**config.mk**
```make
export PLATFORM = sky130hd
export DESIGN_NAME = pcl_loader
export DESIGN_NICKNAME = d
export VERILOG_FILES = /design/src/verilog/pcl_pkg.sv /design/src/verilog/pcl_word_reg.sv /design/src/verilog/pcl_apb_slave.sv /design/src/verilog/pcl_loader.sv
export VERILOG_INCLUDE_DIRS = /design/src /design/src/verilog
export SDC_FILE = /design/constraint.sdc
export NUM_CORES = 1
export LEC_CHECK = 0
export ABC_AREA = 1
export BUFFER_PORTS_ARGS = -buffer_cell sky130_fd_sc_hd__buf_2
export CORE_MARGIN = 4
export CORE_UTILIZATION = 35
export CTS_CLUSTER_SIZE = 25
export DETAILED_ROUTE_END_ITERATION = 10
export PLACE_DENSITY = 0.58
export SETUP_SLACK_MARGIN = 0.2
export SYNTH_ARGS = -nofsm -noshare
export SYNTH_HDL_FRONTEND = slang
export SYNTH_HIERARCHICAL = 1
export SYNTH_SLANG_ARGS = --single-unit
```
**constraint.sdc**
```tcl
create_clock -name pclk -period 2.2 [get_ports pclk]
set_input_delay 0.66 -clock pclk [delete_from_list [all_inputs] [get_ports pclk]]
set_output_delay 0.66 -clock pclk [all_outputs]
set_load 0.02 [all_outputs]
```
**src/verilog/pcl_defines.svh**
```systemverilog
// Purpose: Constants of the port configuration word loader.
// Assumes: Word addresses are byte addresses of 16-bit store words.
// Notes: Offsets, field positions, reset values and the word count only.
`ifndef PCL_DEFINES_SVH
`define PCL_DEFINES_SVH

// ------------------------------------------------------------
// Store word addresses
// ------------------------------------------------------------
`define PCL_WA_NSR_P2 8'h54
`define PCL_WA_NSR_P3 8'h56
`define PCL_WA_LNK_P0 8'h58
`define PCL_WA_LNK_P1 8'h5a
`define PCL_WA_LNK_P2 8'h5c
`define PCL_WA_LNK_P3 8'h5e
`define PCL_WA_SLT_P0 8'h60
`define PCL_WA_SLT_P1 8'h62
`define PCL_NUM_WORDS 8

// ------------------------------------------------------------
// Field positions inside a word
// ------------------------------------------------------------
`define PCL_F_NSR 0
`define PCL_F_AUX_HI 3
`define PCL_F_AUX_LO 1
`define PCL_F_D1 4
`define PCL_F_D2 5
`define PCL_F_PME_HI 7
`define PCL_F_PME_LO 6
`define PCL_F_DATA_HI 15
`define PCL_F_DATA_LO 8
`define PCL_F_SIMPL 0
`define PCL_F_SCLK 1
`define PCL_F_DSI 2
`define PCL_F_LOW_PRIORITY_VC_COUNT 3
`define PCL_F_PNUM_HI 6
`define PCL_F_PNUM_LO 4
`define PCL_F_TCM_HI 15
`define PCL_F_TCM_LO 9

// ------------------------------------------------------------
// Word reset values
// ------------------------------------------------------------
`define PCL_RST_PM 16'h00ff
`define PCL_RST_LNK 16'h0004
`define PCL_RST_SLT_P0 16'hfe02
`define PCL_RST_SLT_P1 16'hfe12

// ------------------------------------------------------------
// Register map, byte offsets
// ------------------------------------------------------------
`define PCL_RA_CTRL 8'h00
`define PCL_RA_STAT 8'h04
`define PCL_RA_CNT 8'h08
`define PCL_RA_IMG_HI 3'h1
`define PCL_CTRL_EN 0
`define PCL_CTRL_CLR 1
`define PCL_CTRL_RST 1'b1

`endif

```
**src/verilog/pcl_pkg.sv**
```systemverilog
// Purpose: Types of the port configuration word loader.
// Assumes: Nothing beyond the defines header.
// Notes: Constants live in pcl_defines.svh.
package pcl_pkg;

   typedef logic [15:0] pcl_word_t;

   typedef enum logic [1:0] {
      PCL_ST_IDLE = 2'b00,
      PCL_ST_LOAD = 2'b01,
      PCL_ST_DONE = 2'b10
   } pcl_state_e;

endpackage

```
**src/verilog/pcl_word_reg.sv**
```systemverilog
// Purpose: One stored initialization word.
// Assumes: load is a one-cycle strobe.
// Notes: Holds its reset value until a word is loaded.
`timescale 1ns/10ps
module pcl_word_reg #(
   parameter logic [15:0] RESET_VAL = 16'h0000
) (
   input wire logic pclk, // Clock.
   input wire logic presetn, // Asynchronous reset, active low.
   input wire logic load, // Take load_data this cycle.
   input wire pcl_pkg::pcl_word_t load_data, // Word from the store.
   output pcl_pkg::pcl_word_t q // Stored word.
);
   import pcl_pkg::*;

   pcl_word_t word_q;

   always_ff @(posedge pclk or negedge presetn) begin
      if (!presetn) begin
         word_q <= RESET_VAL;
      end else if (load) begin
         word_q <= load_data;
      end
   end

   assign q = word_q;

endmodule

```
**src/verilog/pcl_apb_slave.sv**
```systemverilog
// Purpose: APB handshake with one wait state.
// Assumes: rd_data and acc_err are decoded from the held address.
// Notes: Read data and error are captured on the same edge that raises pready.
`timescale 1ns/10ps
module pcl_apb_slave (
   input wire logic pclk, // Clock.
   input wire logic presetn, // Asynchronous reset, active low.
   input wire logic psel, // Slave select.
   input wire logic penable, // Access phase.
   input wire logic pwrite, // Write when high.
   input wire logic [31:0] rd_data, // Decoded read data.
   input wire logic acc_err, // Decoded access error.
   output logic pready, // Transfer completes.
   output logic [31:0] prdata, // Read data.
   output logic pslverr, // Error response.
   output logic wr_fire // Write takes effect this edge.
);
   import pcl_pkg::*;

   logic pready_q;
   logic [31:0] prdata_q;
   logic pslverr_q;
   logic first_acc;

   assign first_acc = psel & penable & ~pready_q;

   always_ff @(posedge pclk or negedge presetn) begin
      if (!presetn) begin
         pready_q <= 1'b0;
      end else begin
         pready_q <= first_acc;
      end
   end

   always_ff @(posedge pclk or negedge presetn) begin
      if (!presetn) begin
         prdata_q <= 32'h0000_0000;
         pslverr_q <= 1'b0;
      end else if (first_acc) begin
         prdata_q <= pwrite ? 32'h0000_0000 : rd_data;
         pslverr_q <= acc_err;
      end else begin
         pslverr_q <= 1'b0;
      end
   end

   assign pready = pready_q;
   assign prdata = prdata_q;
   assign pslverr = pslverr_q;
   assign wr_fire = psel & penable & pready_q & pwrite & ~pslverr_q;

endmodule

```
**src/verilog/pcl_loader.sv**
```systemverilog
// Purpose: Loads 16-bit store words into per-port configuration fields.
// Assumes: The store presents one word per valid/ready handshake.
// Notes: Fields are read-only to software; APB shows word images.
//
// How it works
// Word 54h/56h bit 0 sets no-soft-reset.
// Bits 3:1 give aux current, ports 2, 3.
// Bits 4, 5 give read-only D1, D2 support.
// Bits 7:6 give D2/D1 wake-event support.
// Bits 15:8 give read-only PM data byte.
// Word 60h/62h bit 1 sets slot clock.
// Bit 2 sets device-specific init required.
// Bit 3 allocates VC1 as low-priority channel.
// Bits 6:4 give logical port number.
// Bits 15:9 map traffic classes onto VC0.
// Word 62h bit 0 sets slot implemented.
// Words 58h-5Eh load link-layer control words.
`timescale 1ns/10ps
`include "pcl_defines.svh"
module pcl_loader #(
   parameter int APB_AW = 12,
   parameter int CNT_W = 16
) (
   input wire logic pclk, // Clock, 10 MHz.
   input wire logic presetn, // Asynchronous reset, active low.
   input wire logic psel, // APB select.
   input wire logic penable, // APB access phase.
   input wire logic pwrite, // APB write.
   input wire logic [APB_AW-1:0] paddr, // APB byte address.
   input wire logic [31:0] pwdata, // APB write data.
   output logic pready, // APB ready.
   output logic [31:0] prdata, // APB read data.
   output logic pslverr, // APB error.
   input wire logic cfg_valid, // Store word valid.
   input wire logic [7:0] cfg_addr, // Store word byte address.
   input wire pcl_pkg::pcl_word_t cfg_data, // Store word.
   input wire logic cfg_last, // Last word of the load.
   output logic cfg_ready, // Loader takes words.
   output logic load_done, // Last word was taken.
   output logic [1:0] no_soft_reset, // Ports 3, 2.
   output logic [5:0] aux_current, // Ports 3, 2, 3 bits each.
   output logic [1:0] d1_support, // Ports 3, 2.
   output logic [1:0] d2_support, // Ports 3, 2.
   output logic [3:0] wake_support, // Ports 3, 2; D2 high, D1 low.
   output logic [15:0] pm_data, // Ports 3, 2.
   output logic [63:0] link_layer_ctrl_word, // Ports 3 down to 0.
   output logic [1:0] slot_clock, // Ports 1, 0.
   output logic [1:0] dsi_required, // Ports 1, 0.
   output logic [1:0] low_priority_vc_count, // Ports 1, 0.
   output logic [5:0] port_number, // Ports 1, 0.
   output logic [13:0] tc_vc0_map, // Ports 1, 0; bits 7:1 each.
   output logic slot_implemented // Port 1.
);
   import pcl_pkg::*;

   // ------------------------------------------------------------
   // Parameter checks
   // ------------------------------------------------------------
   if (APB_AW < 9 || APB_AW > 32) begin : g_bad_aw
      $error("APB_AW must lie between 9 and 32");
   end
   if (CNT_W < 1 || CNT_W > 32) begin : g_bad_cnt
      $error("CNT_W must lie between 1 and 32");
   end
   if (`PCL_NUM_WORDS != 8) begin : g_bad_nw
      $error("The word table must hold exactly eight words");
   end

   localparam int NW = `PCL_NUM_WORDS;
   localparam int WI_NSR_P2 = 0;
   localparam int WI_NSR_P3 = 1;
   localparam int WI_LNK_P0 = 2;
   localparam int WI_LNK_P1 = 3;
   localparam int WI_LNK_P2 = 4;
   localparam int WI_LNK_P3 = 5;
   localparam int WI_SLT_P0 = 6;
   localparam int WI_SLT_P1 = 7;

   pcl_state_e state_q;
   pcl_state_e state_d;
   logic ctrl_en_q;
   logic [NW-1:0] loaded_q;
   logic stray_q;
   logic [CNT_W-1:0] cnt_q;
   logic cfg_ready_q;
   logic load_done_q;
   logic accept;
   logic [NW-1:0] word_hit;
   logic stray_hit;
   pcl_word_t word_img [NW];
   logic [31:0] rd_data;
   logic acc_err;
   logic wr_fire;
   logic [7:0] off;
   logic upper_ok;
   logic clr_req;
   logic wr_ctrl;

   // ------------------------------------------------------------
   // Store word decode
   // ------------------------------------------------------------
   assign accept = cfg_valid & cfg_ready_q;

   // Words outside this group set the stray flag and are not stored.
   always_comb begin
      word_hit = '0;
      stray_hit = 1'b0;
      if (cfg_addr == `PCL_WA_NSR_P2) begin
         word_hit[0] = 1'b1;
      end else if (cfg_addr == `PCL_WA_NSR_P3) begin
         word_hit[1] = 1'b1;
      end else if (cfg_addr == `PCL_WA_LNK_P0) begin
         word_hit[2] = 1'b1;
      end else if (cfg_addr == `PCL_WA_LNK_P1) begin
         word_hit[3] = 1'b1;
      end else if (cfg_addr == `PCL_WA_LNK_P2) begin
         word_hit[4] = 1'b1;
      end else if (cfg_addr == `PCL_WA_LNK_P3) begin
         word_hit[5] = 1'b1;
      end else if (cfg_addr == `PCL_WA_SLT_P0) begin
         word_hit[6] = 1'b1;
      end else if (cfg_addr == `PCL_WA_SLT_P1) begin
         word_hit[7] = 1'b1;
      end else begin
         stray_hit = 1'b1;
      end
   end

   // ------------------------------------------------------------
   // Word storage
   // ------------------------------------------------------------
   // Each word holds its power-up default until the store overwrites it.
   for (genvar i = 0; i < NW; i++) begin : g_word
      localparam logic [15:0] RST =
         (i < WI_LNK_P0) ? `PCL_RST_PM :
         (i < WI_SLT_P0) ? `PCL_RST_LNK :
         (i == WI_SLT_P0) ? `PCL_RST_SLT_P0 : `PCL_RST_SLT_P1;
      pcl_word_reg #(
         .RESET_VAL(RST)
      ) u_word (
         .pclk(pclk),
         .presetn(presetn),
         .load(accept & word_hit[i]),
         .load_data(cfg_data),
         .q(word_img[i])
      );
   end

   // ------------------------------------------------------------
   // Load sequence
   // ------------------------------------------------------------
   always_comb begin
      state_d = state_q;
      case (state_q)
         PCL_ST_IDLE: begin
            if (ctrl_en_q) begin
               state_d = PCL_ST_LOAD;
            end
         end
         PCL_ST_LOAD: begin
            if (!ctrl_en_q) begin
               state_d = PCL_ST_IDLE;
            end else if (accept && cfg_last) begin
               state_d = PCL_ST_DONE;
            end
         end
         PCL_ST_DONE: begin
            if (!ctrl_en_q) begin
               state_d = PCL_ST_IDLE;
            end
         end
         default: begin
            state_d = PCL_ST_IDLE;
         end
      endcase
   end

   always_ff @(posedge pclk or negedge presetn) begin
      if (!presetn) begin
         state_q <= PCL_ST_IDLE;
      end else begin
         state_q <= state_d;
      end
   end

   // Ready follows the next state so no word is taken after the last.
   always_ff @(posedge pclk or negedge presetn) begin
      if (!presetn) begin
         cfg_ready_q <= 1'b0;
      end else begin
         cfg_ready_q <= (state_d == PCL_ST_LOAD);
      end
   end

   always_ff @(posedge pclk or negedge presetn) begin
      if (!presetn) begin
         load_done_q <= 1'b0;
      end else begin
         load_done_q <= (state_d == PCL_ST_DONE);
      end
   end

   // ------------------------------------------------------------
   // Software control
   // ------------------------------------------------------------
   assign off = paddr[7:0];
   assign upper_ok = (paddr[APB_AW-1:8] == '0);
   assign wr_ctrl = wr_fire && upper_ok && (off == `PCL_RA_CTRL);
   assign clr_req = wr_ctrl && pwdata[`PCL_CTRL_CLR];

   // Clearing the enable parks the sequence in idle until it is set again.
   always_ff @(posedge pclk or negedge presetn) begin
      if (!presetn) begin
         ctrl_en_q <= `PCL_CTRL_RST;
      end else if (wr_ctrl) begin
         ctrl_en_q <= pwdata[`PCL_CTRL_EN];
      end
   end

   // ------------------------------------------------------------
   // Load bookkeeping
   // ------------------------------------------------------------
   // A word taken in the clearing cycle still marks its flag.
   always_ff @(posedge pclk or negedge presetn) begin
      if (!presetn) begin
         loaded_q <= '0;
      end else begin
         loaded_q <= (loaded_q & {NW{~clr_req}}) |
                     (word_hit & {NW{accept}});
      end
   end

   always_ff @(posedge pclk or negedge presetn) begin
      if (!presetn) begin
         stray_q <= 1'b0;
      end else begin
         stray_q <= (stray_q & ~clr_req) | (accept & stray_hit);
      end
   end

   // The count wraps; a word taken while clearing restarts it at one.
   always_ff @(posedge pclk or negedge presetn) begin
      if (!presetn) begin
         cnt_q <= '0;
      end else if (clr_req) begin
         cnt_q <= accept ? CNT_W'(1) : '0;
      end else if (accept) begin
         cnt_q <= cnt_q + CNT_W'(1);
      end
   end

   // ------------------------------------------------------------
   // Register read decode
   // ------------------------------------------------------------
   // Stored fields are read-only; writing them is an error.
   always_comb begin
      rd_data = 32'h0000_0000;
      acc_err = 1'b0;
      if (!upper_ok || off[1:0] != 2'b00) begin
         acc_err = 1'b1;
      end else if (off == `PCL_RA_CTRL) begin
         rd_data[`PCL_CTRL_EN] = ctrl_en_q;
      end else if (off == `PCL_RA_STAT) begin
         rd_data[NW-1:0] = loaded_q;
         rd_data[NW] = stray_q;
         rd_data[NW+2:NW+1] = state_q;
         acc_err = pwrite;
      end else if (off == `PCL_RA_CNT) begin
         rd_data[CNT_W-1:0] = cnt_q;
         acc_err = pwrite;
      end else if (off[7:5] == `PCL_RA_IMG_HI) begin
         rd_data[15:0] = word_img[off[4:2]];
         acc_err = pwrite;
      end else begin
         acc_err = 1'b1;
      end
   end

   pcl_apb_slave u_apb (
      .pclk(pclk),
      .presetn(presetn),
      .psel(psel),
      .penable(penable),
      .pwrite(pwrite),
      .rd_data(rd_data),
      .acc_err(acc_err),
      .pready(pready),
      .prdata(prdata),
      .pslverr(pslverr),
      .wr_fire(wr_fire)
   );

   // ------------------------------------------------------------
   // Power-management fields of ports 2 and 3
   // ------------------------------------------------------------
   assign no_soft_reset = {word_img[WI_NSR_P3][`PCL_F_NSR],
                           word_img[WI_NSR_P2][`PCL_F_NSR]};
   assign aux_current =
      {word_img[WI_NSR_P3][`PCL_F_AUX_HI:`PCL_F_AUX_LO],
       word_img[WI_NSR_P2][`PCL_F_AUX_HI:`PCL_F_AUX_LO]};
   assign d1_support = {word_img[WI_NSR_P3][`PCL_F_D1],
                        word_img[WI_NSR_P2][`PCL_F_D1]};
   assign d2_support = {word_img[WI_NSR_P3][`PCL_F_D2],
                        word_img[WI_NSR_P2][`PCL_F_D2]};
   assign wake_support =
      {word_img[WI_NSR_P3][`PCL_F_PME_HI:`PCL_F_PME_LO],
       word_img[WI_NSR_P2][`PCL_F_PME_HI:`PCL_F_PME_LO]};
   assign pm_data =
      {word_img[WI_NSR_P3][`PCL_F_DATA_HI:`PCL_F_DATA_LO],
       word_img[WI_NSR_P2][`PCL_F_DATA_HI:`PCL_F_DATA_LO]};

   // ------------------------------------------------------------
   // Link-layer control words of ports 0 to 3
   // ------------------------------------------------------------
   assign link_layer_ctrl_word = {word_img[WI_LNK_P3],
                                  word_img[WI_LNK_P2],
                                  word_img[WI_LNK_P1],
                                  word_img[WI_LNK_P0]};

   // ------------------------------------------------------------
   // Slot and channel fields of ports 0 and 1
   // ------------------------------------------------------------
   assign slot_clock = {word_img[WI_SLT_P1][`PCL_F_SCLK],
                        word_img[WI_SLT_P0][`PCL_F_SCLK]};
   assign dsi_required = {word_img[WI_SLT_P1][`PCL_F_DSI],
                          word_img[WI_SLT_P0][`PCL_F_DSI]};
   assign low_priority_vc_count =
      {word_img[WI_SLT_P1][`PCL_F_LOW_PRIORITY_VC_COUNT],
       word_img[WI_SLT_P0][`PCL_F_LOW_PRIORITY_VC_COUNT]};
   assign port_number =
      {word_img[WI_SLT_P1][`PCL_F_PNUM_HI:`PCL_F_PNUM_LO],
       word_img[WI_SLT_P0][`PCL_F_PNUM_HI:`PCL_F_PNUM_LO]};
   assign tc_vc0_map =
      {word_img[WI_SLT_P1][`PCL_F_TCM_HI:`PCL_F_TCM_LO],
       word_img[WI_SLT_P0][`PCL_F_TCM_HI:`PCL_F_TCM_LO]};
   assign slot_implemented = word_img[WI_SLT_P1][`PCL_F_SIMPL];

   assign cfg_ready = cfg_ready_q;
   assign load_done = load_done_q;

endmodule

```
==> summary.md <==
| Metric | Value |
|---|---|
| CP dominant cell by count | `nand2_1` |
| Clock-pin transition on the worst setup and hold timing paths | `approximately 0.080 ns` |
| Worst Setup Start Kind | `input port` |
| Vias in the first global route | `9038` |
| Worst vdd ir | `0.415 mV` |
| Setup violators final | `0` |
| Worst R2R Start | `g_word[6].u_word/q[15]` |
| Vias per inst | `4.79` |
| Fin cells | `slightly below 2000` |
| Status | `completed` |
| Clock latency on the worst-skew pair | `0.44 ns` |
| TNS Setup | `0 ns` |
| CP arrival | `2.25 ns` |
| Top-count cell post-synth | `nand2_1` |
| Rows | `slightly above 60` |
| Top_reg_cell synth | `dfrtp_1` |
| Util after Layout | `44.7%` |
| Period utilization | `85.5%` |
| CP peak stage delay | `0.31 ns` |
| Final hold vios | `0` |
| Port bufs | `203` |
| Share of cells above drive strength 1 | `between 20% and 30%` |
| Root Buffer | `clkbuf_16` |
| Synthesis-stage register bit count | `192` |
| Initial Util | `35.9%` |
| Post-CTS sizing | `0` |
| Tot GR Track Use | `21.7%` |
| Ports | `234` |
| Post CTS Setup Buffer Count | `0` |
| Die width | `178 um` |
| Hpwl dp | `25.1 mm` |
| Worst Path Required | `2.57 ns` |
| Core ar. | `28200 sq um` |
| Post-route ant nets | `0` |
| Synth top area share | `38.1%` |
| Global-route wire length before repair | `53.1 mm` |
| Final nets | `1669` |
| Sequential share of the synthesized area | `47.9%` |
| Placed insts | `1952` |
| Fmax | `532 MHz` |
| Avg WL per Cell | `17.2 um` |
| Leak | `about 7 nW` |
| Fin crit period | `1.88 ns` |
| CP Capture Type | `flop` |
| DRC violations left | `0` |
| Diodes inserted | `0` |
| EDFF count, synth | `0` |
| H-tree depth | `4` |
| Inserted Clock Buffers | `17` |
| CP Class | `input port to flop` |
| DRT Pass-1 Iters | `5` |
| Post-synth top cells | `nand2_1 (610), dfrtp_1 (154), nor2_1 (121)` |
| Die ar. | `31700 sq um` |
| Worst path slowest cell | `a21oi_1` |
| Cell taking the most area after synthesis | `dfrtp_1` |
| Worst-margin pin slew | `0.681 ns` |
| Avg Cell Area, Syn | `7.54 sq um` |
| Synthesis-to-finish area growth | `24.4%` |
| CTS tree | `yes` |
| Crit-path max FO | `6` |
| Worst hold slack | `0.109 ns` |
| Drt initial violations | `737` |
| Crit-path leading delay family | `simple AND/OR/NAND/NOR gates` |
| Hold Path Class | `input port to async pin` |
| Slew Viols, Final | `0` |
| Cts hold-fix bufs | `0` |
| RSZ-0062 raised after global routing | `no` |
| PD cells | `around 700 nW/um^2` |
| Post-Route WL | `34.1 mm` |
| Fraction of registers with async set/reset | `100%` |
| Critical path buffer and inverter count | `4` |
| Synth area leaders | `dfrtp_1 (38%), nand2_1 (23%), dfstp_2 (9.9%)` |
| Synth warn | `6` |
| Largest net degree at the start of global routing | `52` |
| Crit-path cells | `buf_2, buf_12, nor2_8, buf_4, nand2_1, nand4_1, nand3_1, a21oi_1, inv_1, nor2_1, nand2_1, nand2_1` |
| Fin Clk Skew | `0.0158 ns` |
| Reg2Reg Depth | `10` |
| Total number of vias | `9503` |
| FF-to-FF setup slack | `0.46 ns` |
| Routability congestion estimate | `roughly 0.87` |
| Max Cap Viol | `0` |
| Bufs on Longest Clock Path | `2` |
| Stages on worst setup path | `12` |
| Total grt overflow | `0` |
| Synth Instances | `1342` |
| Clk sink count | `~190` |
| Worst Setup SP | `paddr[3]` |
| Slew Limit Headroom | `54.6%` |
| Power, Total | `8.79 mW` |
| Post-Syn Area | `10100 sq um` |
| Die Height | `178 um` |
| Initial antenna violation count | `1` |
| Cell variety after synth | `38` |
[path summary, 6_finish.rpt]
path                                          endpoint
worst min register to register  g_word[7].u_word/q[15]
worst max register to register        u_apb/prdata[15]
max in group asynchronous        g_word[1].u_word/q[7]
worst min-delay path            g_word[1].u_word/q[12]
min in group pclk                            ctrl_en_q
worst max-delay path                   u_apb/prdata[3]
[area by class of cell]
type                            count  area (sq um)
Timing Repair Buffer              279          1900
Sequential cell                   192          4850
Clock inverter                     14           169
Clock buffer                       18           439
Multi-Input combinational cell    996          4320
Tap cell                          378           473
Fill cell                        2893         15600
Inverter                          107           444
[worst reg2reg max path: stages (launching register included)]
cell,delay (ns)
dfstp_2,0.56
nor2_1,0.04
nor2_1,0.07
o21ai_0,0.16
nand3_1,0.12
nand3_1,0.13
a21oi_1,0.28
inv_1,0.08
nor2_1,0.09
nand2_1,0.06
nand2_1,0.09
[cell usage in the layout (no fill, tap or decap), drive strengths merged]
cell type,count
a211oi,2
a21oi,36
a31oi,2
buf,278
bufinv,1
clkbuf,19
clkinv,7
conb,16
dfrtp,154
dfstp,38
ha,1
inv,113
nand2,654
nand3,73
nand3b,1
nand4,18
nor2,130
nor3,6
nor3b,1
nor4,1
o211ai,4
o21a,10
o21ai,36
o21bai,1
xor2,4
[metrics by stage]
stage / setup slack, ns / instance area [sq um]
final: 0.319 / 12600
after global routing: 0.238 / 12600
after detailed placement: -0.118 / 12000
after floorplan: 0.277 / 10200
after CTS: 0.330 / 12600
after global placement: -0.128 / 12000
[layer usage]
layer / share of wire, % / global-route usage (%)
met4: 1.9 / 5.83
met1: 46 / 30.9
met3: 6.4 / 3.82
met2: 46 / 34.2
met5: 0.023 / 0
[flip-flops by register name, indices dropped and copies added (netlist names), 2 cells and up]
signal           count
cnt_q               16
g_word.u_word/q    128
loaded_q             8
state_q              2
u_apb/prdata        32
[where the power goes]
| group | internal, mW | switching [mW] | leakage (nW) | total [mW] |
|---|---|---|---|---|
| clock network | 1.66 | 1.55 | 0.301 | 3.22 |
| logic | 0.506 | 0.986 | 4.17 | 1.49 |
| registers | 3.83 | 0.254 | 2.46 | 4.08 |
| total | 6.00 | 2.79 | 6.93 | 8.79 |
[kinds of logic (layout without fill, tap and decap cells)]
family / after synthesis / count (layout) / share of synthesized area (%)
simple gates: 884 / 884 / 36.5
other cells: 1 / 16 / 0.0370
xor+xnor: 4 / 4 / 0.346
flops: 192 / 192 / 47.9
fa+ha+maj: 1 / 1 / 0.124
compound gates: 91 / 91 / 5.09
buf+inv: 169 / 418 / 10.0
Power figures use the tool's default switching activity.
